===== src/logic/nvac_pkg.sv =====
package nvac_pkg;
  // Register indices on the plain register port
  localparam logic [2:0] ADDR_DATA_LOW = 3'h0;
  localparam logic [2:0] ADDR_DATA_HIGH = 3'h1;
  localparam logic [2:0] ADDR_ADDR_LOW = 3'h2;
  localparam logic [2:0] ADDR_ADDR_HIGH = 3'h3;
  localparam logic [2:0] ADDR_CONTROL = 3'h4;
  localparam logic [2:0] ADDR_UNLOCK = 3'h5;
  // Control register bit positions
  localparam int BIT_READ = 0;
  localparam int BIT_COMMIT = 1;
  localparam int BIT_ARM = 2;
  localparam int BIT_ERR = 3;
  localparam int BIT_DONE = 4;
  localparam int BIT_DONE_IE = 5;
  localparam int BIT_SELECT = 7;
  // Unlock key bytes
  localparam logic [7:0] KEY_FIRST = 8'h55;
  localparam logic [7:0] KEY_SECOND = 8'haa;
  // Widths and masks
  localparam int PADDR_W = 13;
  localparam int PDATA_W = 14;
  localparam logic [5:0] DATA_HIGH_MASK = 6'h3f;
  localparam logic [4:0] ADDR_HIGH_MASK = 5'h1f;
  localparam logic [7:0] ZERO8 = 8'h00;
  // Program read takes two instruction cycles
  localparam logic [1:0] PREAD_CYCLES = 2'h2;

  typedef enum {NVAC_IDLE, NVAC_PREAD, NVAC_DWRITE, NVAC_PWRITE} nvac_state_t;

  typedef struct packed {
    nvac_state_t st;
    logic [7:0] data_low;
    logic [5:0] data_high;
    logic [7:0] addr_low;
    logic [4:0] addr_high;
    logic select;
    logic arm;
    logic rd;
    logic wr;
    logic err;
    logic done;
    logic done_ie;
    logic [1:0] unlock;
    logic [1:0] cnt;
    logic mem_req;
  } nvac_regs_t;

  typedef struct packed {
    logic req;
    logic write;
    logic prog;
    logic [PADDR_W-1:0] addr;
    logic [PDATA_W-1:0] wdata;
  } nvac_mem_req_t;
endpackage


===== src/logic/nvac_top.sv =====
`timescale 1ns/1ps
`default_nettype none
// Behaviour
// - A write starts one erase-then-program pass on a byte or word.
// - No register path exists to request a bulk erase.
// - Program writes pass any 14-bit value unchanged.
// - Write length is set by the array's self-timed done signal only.
// - Data EEPROM writes never stall the processor.
// - Program writes stall execution and block program fetch until done.
// - Clock runs on; interrupts queue while stalled, taken after next instruction.
// - All access goes through the six data, address, control, unlock registers.
// - Low address gives EEPROM byte address; low data holds the byte.
// - Small variant keeps address top bit; 0x80 never aliases 0x00.
// - Large variant decodes all eight low address bits.
// - High:low address forms 13-bit word address; data forms 14-bit word.
// - Program addresses never wrap; out-of-range is passed, not folded.
// - Unlock port stores nothing; writes only step the unlock sequence.
// - Select clear targets data EEPROM, set targets program memory.
// - Read strobe starts read, ignores zero writes, self-clears at end.
// - EEPROM read byte lands in low data the next cycle.
// - Program read uses two cycles, then loads the full word.
// - Data registers hold their value until new read or firmware write.
// - Commit only accepted when arm was set by an earlier write.
// - Commit only accepted right after 55h then AAh to the unlock port.
// - Clearing arm mid-write does not abort the write.
// - Flash write lock clear blocks every program memory write.
module nvac_top (
  input wire logic clk,
  input wire logic rst_n,
  input wire logic [2:0] reg_addr,
  input wire logic [7:0] reg_wdata,
  input wire logic reg_wr,
  input wire logic reg_rd,
  output logic [7:0] reg_rdata,
  input wire logic flash_lock_cfg,
  input wire logic irq_pending,
  output logic cpu_stall,
  output logic irq_hold,
  output logic nv_irq,
  output nvac_pkg::nvac_mem_req_t mem_req,
  input wire logic [7:0] ee_rdata,
  input wire logic [13:0] prog_rdata,
  input wire logic write_done
);
  nvac_pkg::nvac_regs_t r_q;
  nvac_pkg::nvac_regs_t r_d;
  logic [7:0] rdata_d;
  logic [7:0] rdata_q;
  logic [7:0] ctl_val;
  logic wr_ctl;
  logic key_ok;

  always_comb
  begin
    ctl_val = nvac_pkg::ZERO8;
    ctl_val[nvac_pkg::BIT_READ] = r_q.rd;
    ctl_val[nvac_pkg::BIT_COMMIT] = r_q.wr;
    ctl_val[nvac_pkg::BIT_ARM] = r_q.arm;
    ctl_val[nvac_pkg::BIT_ERR] = r_q.err;
    ctl_val[nvac_pkg::BIT_DONE] = r_q.done;
    ctl_val[nvac_pkg::BIT_DONE_IE] = r_q.done_ie;
    ctl_val[nvac_pkg::BIT_SELECT] = r_q.select;
  end

  always_comb
  begin
    r_d = r_q;
    r_d.mem_req = 1'b0;
    wr_ctl = reg_wr && (reg_addr == nvac_pkg::ADDR_CONTROL);
    // Key must be the very last write before commit
    key_ok = (r_q.unlock == 2'h2);
    // Data register writes are taken; reads later overwrite them
    if (reg_wr && reg_addr == nvac_pkg::ADDR_DATA_LOW)
    begin
      r_d.data_low = reg_wdata;
    end
    else if (reg_wr && reg_addr == nvac_pkg::ADDR_DATA_HIGH)
    begin
      r_d.data_high = reg_wdata[5:0] & nvac_pkg::DATA_HIGH_MASK;
    end
    else if (reg_wr && reg_addr == nvac_pkg::ADDR_ADDR_LOW)
    begin
      r_d.addr_low = reg_wdata;
    end
    else if (reg_wr && reg_addr == nvac_pkg::ADDR_ADDR_HIGH)
    begin
      r_d.addr_high = reg_wdata[4:0] & nvac_pkg::ADDR_HIGH_MASK;
    end
    // Unlock sequence: any other register write breaks it
    if (reg_wr && reg_addr == nvac_pkg::ADDR_UNLOCK)
    begin
      if (reg_wdata == nvac_pkg::KEY_FIRST)
      begin
        r_d.unlock = 2'h1;
      end
      else if (reg_wdata == nvac_pkg::KEY_SECOND && r_q.unlock == 2'h1)
      begin
        r_d.unlock = 2'h2;
      end
      else
      begin
        r_d.unlock = 2'h0;
      end
    end
    else if (reg_wr)
    begin
      r_d.unlock = 2'h0;
    end
    if (wr_ctl)
    begin
      // Bulk erase has no control bit at all
      r_d.arm = reg_wdata[nvac_pkg::BIT_ARM];
      r_d.done_ie = reg_wdata[nvac_pkg::BIT_DONE_IE];
      if (!reg_wdata[nvac_pkg::BIT_DONE])
      begin
        r_d.done = 1'b0;
      end
      if (!reg_wdata[nvac_pkg::BIT_ERR])
      begin
        r_d.err = 1'b0;
      end
      if (r_q.st == nvac_pkg::NVAC_IDLE)
      begin
        r_d.select = reg_wdata[nvac_pkg::BIT_SELECT];
      end
    end
    case (r_q.st)
      nvac_pkg::NVAC_IDLE:
      begin
        if (wr_ctl && reg_wdata[nvac_pkg::BIT_COMMIT] && r_q.arm && key_ok)
        begin
          if (reg_wdata[nvac_pkg::BIT_SELECT] && !flash_lock_cfg)
          begin
            r_d.err = 1'b1;
          end
          else
          begin
            r_d.wr = 1'b1;
            r_d.mem_req = 1'b1;
            r_d.st = reg_wdata[nvac_pkg::BIT_SELECT] ?
              nvac_pkg::NVAC_PWRITE : nvac_pkg::NVAC_DWRITE;
          end
        end
        else if (wr_ctl && reg_wdata[nvac_pkg::BIT_READ])
        begin
          r_d.rd = 1'b1;
          r_d.mem_req = 1'b1;
          if (reg_wdata[nvac_pkg::BIT_SELECT])
          begin
            r_d.cnt = 2'h1;
            r_d.st = nvac_pkg::NVAC_PREAD;
          end
          else
          begin
            r_d.st = nvac_pkg::NVAC_DWRITE;
          end
        end
      end
      nvac_pkg::NVAC_PREAD:
      begin
        if (r_q.cnt == nvac_pkg::PREAD_CYCLES)
        begin
          r_d.data_low = prog_rdata[7:0];
          r_d.data_high = prog_rdata[13:8];
          r_d.rd = 1'b0;
          r_d.st = nvac_pkg::NVAC_IDLE;
        end
        else
        begin
          r_d.cnt = r_q.cnt + 2'h1;
        end
      end
      nvac_pkg::NVAC_DWRITE:
      begin
        if (r_q.rd)
        begin
          // EEPROM read answer arrives one cycle after the strobe
          r_d.data_low = ee_rdata;
          r_d.rd = 1'b0;
          r_d.st = nvac_pkg::NVAC_IDLE;
        end
        else if (write_done)
        begin
          r_d.wr = 1'b0;
          r_d.done = 1'b1;
          r_d.st = nvac_pkg::NVAC_IDLE;
        end
      end
      nvac_pkg::NVAC_PWRITE:
      begin
        // Arm is ignored here so the write cannot be cut short
        if (write_done)
        begin
          r_d.wr = 1'b0;
          r_d.done = 1'b1;
          r_d.st = nvac_pkg::NVAC_IDLE;
        end
      end
      default:
      begin
        r_d.st = nvac_pkg::NVAC_IDLE;
      end
    endcase
  end

  always_comb
  begin
    rdata_d = nvac_pkg::ZERO8;
    if (reg_rd)
    begin
      if (reg_addr == nvac_pkg::ADDR_DATA_LOW)
      begin
        rdata_d = r_q.data_low;
      end
      else if (reg_addr == nvac_pkg::ADDR_DATA_HIGH)
      begin
        rdata_d = {2'h0, r_q.data_high};
      end
      else if (reg_addr == nvac_pkg::ADDR_ADDR_LOW)
      begin
        rdata_d = r_q.addr_low;
      end
      else if (reg_addr == nvac_pkg::ADDR_ADDR_HIGH)
      begin
        rdata_d = {3'h0, r_q.addr_high};
      end
      else if (reg_addr == nvac_pkg::ADDR_CONTROL)
      begin
        rdata_d = ctl_val;
      end
      else
      begin
        rdata_d = nvac_pkg::ZERO8;
      end
    end
  end

  always_ff @(posedge clk or negedge rst_n)
  begin
    if (!rst_n)
    begin
      r_q <= '0;
      rdata_q <= nvac_pkg::ZERO8;
    end
    else
    begin
      r_q <= r_d;
      rdata_q <= rdata_d;
    end
  end

  assign reg_rdata = rdata_q;
  // Whole address passed on; the array decides range, no folding here
  assign mem_req.req = r_q.mem_req;
  assign mem_req.write = r_q.wr;
  assign mem_req.prog = r_q.select;
  assign mem_req.addr = {r_q.addr_high, r_q.addr_low};
  assign mem_req.wdata = {r_q.data_high, r_q.data_low};
  assign cpu_stall = (r_q.st == nvac_pkg::NVAC_PWRITE);
  // Core holds interrupt vectoring while stalled; events keep pending
  assign irq_hold = cpu_stall && irq_pending;
  assign nv_irq = r_q.done && r_q.done_ie;
endmodule
`default_nettype wire


===== config.mk =====
export PLATFORM = sky130hd
export DESIGN_NAME = nvac_top
export DESIGN_NICKNAME = d
export VERILOG_FILES = /design/src/logic/nvac_pkg.sv /design/src/logic/nvac_top.sv
export SDC_FILE = /design/constraint.sdc
export NUM_CORES = 1
export LEC_CHECK = 0
export BUFFER_PORTS_ARGS = -buffer_cell sky130_fd_sc_hd__buf_4
export CORE_ASPECT_RATIO = 1.5
export CORE_MARGIN = 2
export CORE_UTILIZATION = 54
export DETAILED_ROUTE_END_ITERATION = 8
export PLACE_DENSITY = 0.76
export SYNTH_ARGS = -nofsm -noshare
export SYNTH_HDL_FRONTEND = slang
export SYNTH_SLANG_ARGS = --single-unit

===== constraint.sdc =====
create_clock -name clk -period 3.2 [get_ports clk]
set_input_delay 0.8 -clock clk [delete_from_list [all_inputs] [get_ports clk]]
set_output_delay 0.8 -clock clk [all_outputs]
set_load 0.03 [all_outputs]

==> results by group, run 1 <==
Status
  – Status: finished, final reports clean

Synthesis
  – XOR/XNOR Fraction of Synth Area: 0%
  – Post-synth top cells: dfrtp_1 (79), buf_4 (31), mux2_2 (26)
  – Post-synth top area share: 53.8%
  – Cell accounting for the most synthesized area: dfrtp_1
  – Async set-reset flop share out of synthesis: between 90% and 100%
  – Sequential fraction of the synthesis area: a little over half
  – Synth Area in Simple Gates: between 10 and 15%
  – Adder-Cell Fraction of Synth Area: less than 1%
  – FF+latch count, synth: 79
  – Main combinational cell family by area after synthesis: multiplexers
  – Compound-gate portion of the synthesized area: just over 8%
  – Post-synth EDFFs: 0
  – Post-synthesis mux area share: around 15%
  – Cell area after technology mapping: around 3700 µm²
  – Number of library cell types mapped by synthesis: 47
  – Synth Flop Type: dfrtp_1
  – Most common cell in the netlist: dfrtp_1
  – Post-Synthesis Cells: slightly below 300
  – Synth area leaders: dfrtp_1 (54%), mux2_2 (8.0%), buf_4 (6.3%), mux2i_1 (3.5%), mux4_2 (3.1%)
  – Average cell area after synthesis: about 12 µm²
  – Synth warn: 0

Placement
  – DPL Wire Length: between 5 and 6 mm
  – Gp weighted congestion: 0.968
  – Dpl cell area: between 4000 and 5000 µm²
  – Worst slack, placed: between 600 and 700 ps
  – Port Buffers: 80
  – Placed Cells incl. Taps: ~450

Worst setup path
  – Worst-path cell chain: nor4_2 > nand4_2 > or3_1 > nor3_1 > buf_4
  – Slowest cell on crit path: or3_1
  – Critical path arrival: roughly 2100 ps
  – Worst Setup End Kind: output pin
  – Reg2Reg Depth: 5
  – Max incr delay on CP: roughly 430 ps
  – Crit-path max FO: 8
  – Kind of critical path: register to output pin
  – WP data required: 2400 ps
  – CP Launch Type: register

STA
  – RSZ-0062 raised after global routing: false
  – Skew final: 9.73 ps
  – Endpoints failing setup: 0
  – Rel. slew slack: ~36%
  – Post-route minimum period: approximately 2900 ps
  – Maximum clock frequency: between 0.3 and 0.4 GHz
  – Sum Neg Setup Slack: 0 ps
  – Final period util: 91.8%
  – Slew @ Worst Pin: roughly 950 ps
  – Max-slew violation count: 0
  – Setup ws final: 263 ps
  – Hold Fails Final Rpt: 0

Clock tree
  – CTS tree: built
  – CTS buffer count: 9
  – Cts hold-fix bufs: 0
  – Post-CTS setup buffers: 0
  – Worst-Skew Late Latency: approximately 350 ps
  – PostCTS Resize Cnt: 0
  – Clock-pin slew on the worst setup and hold paths: approximately 70 ps
  – CTS sink cnt: 79
  – Root buf cell: clkbuf_8
  – Htree depth: 3
  – Longest Clk Path Bufs: 2

Final layout
  – Final Cell Area: 4460 µm²
  – Share of layout cells above drive strength 1: a little over a third
  – Final core occ: 68.2%
  – Filler cells: 506
  – Number of diodes: 0
  – Post-route insts no fill: around 460
  – Storage element area: between 1500 and 2000 µm²
  – Area grow syn2layout: 21.2%
  – Layout Nets: between 400 and 500
  – Multi-input logic area: 1490 µm²

Detailed routing
  – Via count: around 2600
  – Drt pass-1 iters: 5
  – Remaining DRCs: 0
  – First DRT Iteration DRCs: 192
  – Total wire length: 8.37 mm
  – Vias per inst: approximately 5.7
  – Avg WL per Cell: 18.2 µm
  – Routed Antenna Nets: 0

Die
  – Ports: a little over 80
  – Die W: around 70 µm
  – Initial Util: approximately 56%
  – Core area: 6530 µm²
  – DIE HEIGHT: between 100 and 150 µm
  – Row count: 36
  – Die area: ~7500 µm²

Power
  – P per Cell Area: between 500 and 600 nW/µm²
  – Peak supply drop: around 0.00045 V
  – Pleak: ~2 nW

Global route
  – First-pass GRT wire length: 13.5 mm
  – Initial antenna violation count: 0
  – Vias in the first global route: approximately 2700
  – Tot GR Track Use: approximately a quarter
  – GRT overflow: 0
  – Pin count of the biggest net entering global routing: 80

Flow run
  – Max cap viols: 0

Hold path
  – Hold path depth: 1
  – Worst Hold Class: register to register
[logic make-up (layout without fill, tap and decap cells)]
logic type	count (synthesis)	count (layout)
flops	79	79
simple gates	78	78
buf+inv	51	109
compound gates	44	44
mux	44	44
fa+ha+maj	1	1
other cells	1	30
[layout make-up]
type	instances	area share, %
Timing Repair Buffer	87	14.7
Tap cell	76	2.13
Clock buffer	11	3.17
Multi-Input combinational cell	197	33.5
Clock inverter	4	1.57
Sequential cell	79	44.4
Inverter	7	0.590
[cell usage in the layout (no fill, tap or decap), drive strengths merged, types with 2 or more instances in the layout]
cell,instances
a21oi,3
o22ai,8
nand2b,4
conb,30
o41ai,4
o31ai,3
and2,3
mux2,26
clkinv,2
nor4b,5
or3,2
nand2,14
clkbuf,11
nor2b,5
nor2,9
a31oi,3
nor4,11
mux2i,13
mux4,5
a22oi,8
a21boi,3
inv,7
nand3,6
bufinv,2
dfrtp,79
nor3b,3
nand4,3
nor3,2
and3b,3
nand4b,4
o21ai,7
buf,87
[where the power goes]
group	internal, mW	total (mW)	leakage (nW)	switching [mW]
registers	1.11	1.18	0.965	0.0762
clock network	0.454	0.789	0.109	0.335
logic	0.252	0.578	0.939	0.325
[metal layers]
layer | share of wire, % | global-route usage, %
met2 | 56 | 41.7
met1 | 37 | 27.3
met3 | 4.8 | 4.73
met4 | 1.8 | 11.3
met5 | 0 | 0
[metrics by stage]
step	hold slack [ps]	power, mW
6_report	517	2.55
4_1_cts	521	2.57
2_1_floorplan	456	1.63
3_3_place_gp	474	1.76
5_1_grt	547	2.65
3_5_place_dp	495	1.78
[worst paths after layout]
path | from | to | slack (ps)
setup reg to reg | r_q[48] | mem_req[28] | 1080
min in group asynchronous | rst_n | reg_rdata[7] | 570
hold / removal | r_q[1] | r_q[1] | 520
hold reg to reg | r_q[1] | r_q[1] | 520
max in group asynchronous | rst_n | ctl_val[3] | 1990
setup / recovery | r_q[48] | irq_hold | 260
[worst max-delay path, delay by kind of cell (launching register included)]
family	cells	cell delay (ps)
AND/OR/NAND/NOR	4	1220
buffers and inverters	1	190
flip-flops	1	380
[sequential cells by signal, indices dropped and copies added (netlist names)]
signal,count
mem_req,30
ctl_val,5
r_q,36
reg_rdata,8
Note: power is estimated with default switching activity, not from simulation.
==> run 2: changes to the inputs <==
--- a/config.mk
+++ b/config.mk
@@ -8,9 +8,10 @@
 export BUFFER_PORTS_ARGS = -buffer_cell sky130_fd_sc_hd__buf_4
 export CORE_ASPECT_RATIO = 1.5
 export CORE_MARGIN = 2
-export CORE_UTILIZATION = 54
+export CORE_UTILIZATION = 56
+export CTS_BUF_LIST = sky130_fd_sc_hd__clkbuf_2
 export DETAILED_ROUTE_END_ITERATION = 8
-export PLACE_DENSITY = 0.76
+export PLACE_DENSITY = 0.82
 export SYNTH_ARGS = -nofsm -noshare
 export SYNTH_HDL_FRONTEND = slang
 export SYNTH_SLANG_ARGS = --single-unit
==> run 2 against run 1 <==
- non-clock buffer count rose by 3
- clock skew rose by 2.9 ps
- critical endpoint unchanged
- via count rose by 2.6%
- combinational power fell by 1%
==> results by group, run 2 (synthesis results as in run 1) <==
STA
  – Hold Fails Final Rpt: 0 (unchanged)
  – RSZ-0062 raised after global routing: false (unchanged)
  – Slew @ Worst Pin: 970 ps (was 953 ps)
  – Maximum clock frequency: 0.340 GHz (about the same)
  – Max-slew violation count: 0 (unchanged)
  – Setup ws final: 257 ps (was 263 ps)
  – Post-route minimum period: 2940 ps (about the same)
  – Skew final: 12.6 ps (was 9.73 ps)
  – Min Hold Slack: 405 ps (was 517 ps)
  – Endpoints failing setup: 0 (unchanged)
  – Rel. slew slack: 35.3% (was 36.5%)
  – Final period util: 92.0% (was 91.8%)
  – Sum Neg Setup Slack: 0 ps (unchanged)

Detailed routing
  – Drt pass-1 iters: 4 (was 5)
  – Total wire length: 8.26 mm (was 8.37 mm)
  – Avg WL per Cell: 17.8 µm (was 18.2 µm)
  – Vias per inst: 5.75 (was 5.65)
  – Routed Antenna Nets: 0 (unchanged)
  – Remaining DRCs: 0 (unchanged)
  – Via count: 2673 (was 2606)
  – First DRT Iteration DRCs: 248 (was 192)

Clock tree
  – CTS sink cnt: 79 (unchanged)
  – Cts hold-fix bufs: 0 (unchanged)
  – Longest Clk Path Bufs: 2 (unchanged)
  – CTS tree: built (unchanged)
  – Root buf cell: clkbuf_2 (was clkbuf_8)
  – CTS buffer count: 9 (unchanged)
  – Htree depth: 3 (unchanged)
  – Clock-pin slew on the worst setup and hold paths: 210 ps (was 70 ps)
  – Worst-Skew Late Latency: 490 ps (was 350 ps)

Power
  – Int Pwr: 1.54 mW (was 1.81 mW)
  – Switching power: 0.753 mW (was 0.737 mW)
  – Pleak: 1.99 nW (was 2.01 nW)
  – Comb pwr share: 25.0% (was 22.7%)
  – P per Cell Area: 517 nW/µm² (was 572 nW/µm²)
  – Sw frac: 32.8% (was 28.9%)
  – Clock power share: 22.9% (was 31.0%)
  – Seq pwr share: 52.2% (was 46.4%)
  – Peak supply drop: 0.000335 V (was 0.000453 V)

Placement
  – Gp weighted congestion: 0.876 (was 0.968)
  – Worst slack, placed: 595 ps (was 627 ps)
  – Port Buffers: 80 (unchanged)
  – DPL Wire Length: 5.92 mm (was 6.00 mm)

Die
  – DIE HEIGHT: 103 µm (was 105 µm)
  – Initial Util: 57.1% (was 56.3%)
  – Row count: 36 (unchanged)
  – Die area: 7240 µm² (was 7500 µm²)
  – Core area: 6440 µm² (was 6530 µm²)
  – Die W: 70.2 µm (was 71.4 µm)
  – Ports: 81 (unchanged)

Final layout
  – Most frequent cells in the layout: buf_4 (90), dfrtp_1 (79), conb_1 (30), mux2_2 (26), mux2i_1 (13) (was buf_4 (87), dfrtp_1 (79), conb_1 (30), mux2_2 (26), nand2_1 (14))
  – Most common cell after layout, fill and taps aside: buf_4 (unchanged)
  – Share of layout cells above drive strength 1: 38.3% (was 36.4%)
  – Max reg flops: 36 (unchanged)
  – Largest reg by FF count: r_q (unchanged)
  – Number of diodes: 0 (unchanged)
  – Area grow syn2layout: 20.6% (was 21.2%)
  – Layout Nets: 425 (was 422)
  – Filler cells: 488 (was 506)

Worst setup path
  – Kind of critical path: register to output pin (unchanged)
  – Reg2Reg Setup Slack: 840 ps (was 1080 ps)
  – Max incr delay on CP: 420 ps (was 430 ps)
  – Worst Setup End Kind: output pin (unchanged)
  – Crit-path max FO: 3 (was 8)
  – Critical path arrival: 2140 ps (about the same)
  – Slowest cell on crit path: or3_1 (unchanged)
  – Worst-path cell chain: nor4_1 > nand2_2 > or3_1 > nor3_1 > buf_4 (was nor4_2 > nand4_2 > or3_1 > nor3_1 > buf_4)
  – CP Launch Type: register (unchanged)
  – WP data required: 2400 ps (about the same)

Hold path
  – Worst Hold Class: primary input to async pin (was register to register)

Global route
  – Initial antenna violation count: 0 (unchanged)
  – Vias in the first global route: 2689 (was 2713)
  – Pin count of the biggest net entering global routing: 80 (unchanged)
  – First-pass GRT wire length: 13.1 mm (was 13.5 mm)
  – GRT overflow: 0 (unchanged)
  – Tot GR Track Use: 24.0% (was 23.8%)

Status
  – Status: finished, final reports clean (unchanged)

Flow run
  – Max cap viols: 0 (unchanged)
[run 2: cell count changes in the layout (fill, tap and decap cells not counted), moves of 3 or more]
cell / delta
buf_4: +3
nor4_1: -3
nor4_4: +3
clkbuf_8: -10
clkbuf_2: +9
[run 2: layout make-up]
| class | count | area (µm²) | share of cell area, % |
|---|---|---|---|
| Sequential cell | 79 | 1980 | 44.6 |
| Multi-Input combinational cell | 197 | 1540 | 34.8 |
| Timing Repair Buffer | 90 | 676 | 15.2 |
| Tap cell | 76 | 95.1 | 2.14 |
| Clock inverter | 7 | 71.3 | 1.61 |
| Clock buffer | 9 | 45.0 | 1.02 |
| Inverter | 7 | 26.3 | 0.593 |
[run 2: worst paths after layout]
kind / from / to / depth (start not counted)
max: r_q[62] / irq_hold / 5
min: rst_n / r_q[54] / 1
max reg2reg: r_q[1] / mem_req[11] / 5
min reg2reg: r_q[4] / r_q[4] / 1
max in group asynchronous: rst_n / mem_req[11] / 1
min in group clk: r_q[4] / r_q[4] / 1
[run 2: worst max-delay path: cells and delay by family, from the launching register on]
kind / cells / cell delay [ps]
DFF: 1 / 410
and+or+nand+nor: 4 / 1050
buffers and inverters: 1 / 180
[run 2: what timing repair did]
item / CTS / global route
endpoints found under the setup margin: 1 / 2
resized for setup: 1 / 7
setup buffers: 1 / 5
pin swaps: 1 / 2
[run 2: metal layers]
metal	vias to the layer above	GRT usage, %	routed length, µm
met5	-	0	0
met4	0	13.5	327
met3	25	7.07	530
met2	123	40.4	4300
met1	1320	27.7	3100
li1	1205	-	-
[run 2: power by group through the flow]
stage / clock, mW / combinational [mW] / sequential [mW]
6_report: 0.525 / 0.572 / 1.20
5_1_grt: 0.588 / 0.616 / 1.21
4_1_cts: 0.542 / 0.574 / 1.19
3_5_place_dp: 0 / 0.573 / 1.21
3_3_place_gp: 0 / 0.563 / 1.20
2_1_floorplan: 0 / 0.440 / 1.19
[run 2: per-stage QoR]
stage | area, µm² | std cells | total power, mW | util (%)
after floorplan | 3780 | 327 | 1.63 | -
after global placement | 4220 | 443 | 1.77 | 65.6
after detailed placement | 4220 | 443 | 1.78 | 65.6
after CTS | 4350 | 460 | 2.31 | 67.5
after global routing | 4430 | 465 | 2.41 | 68.8
final | 4430 | 465 | 2.29 | 68.8
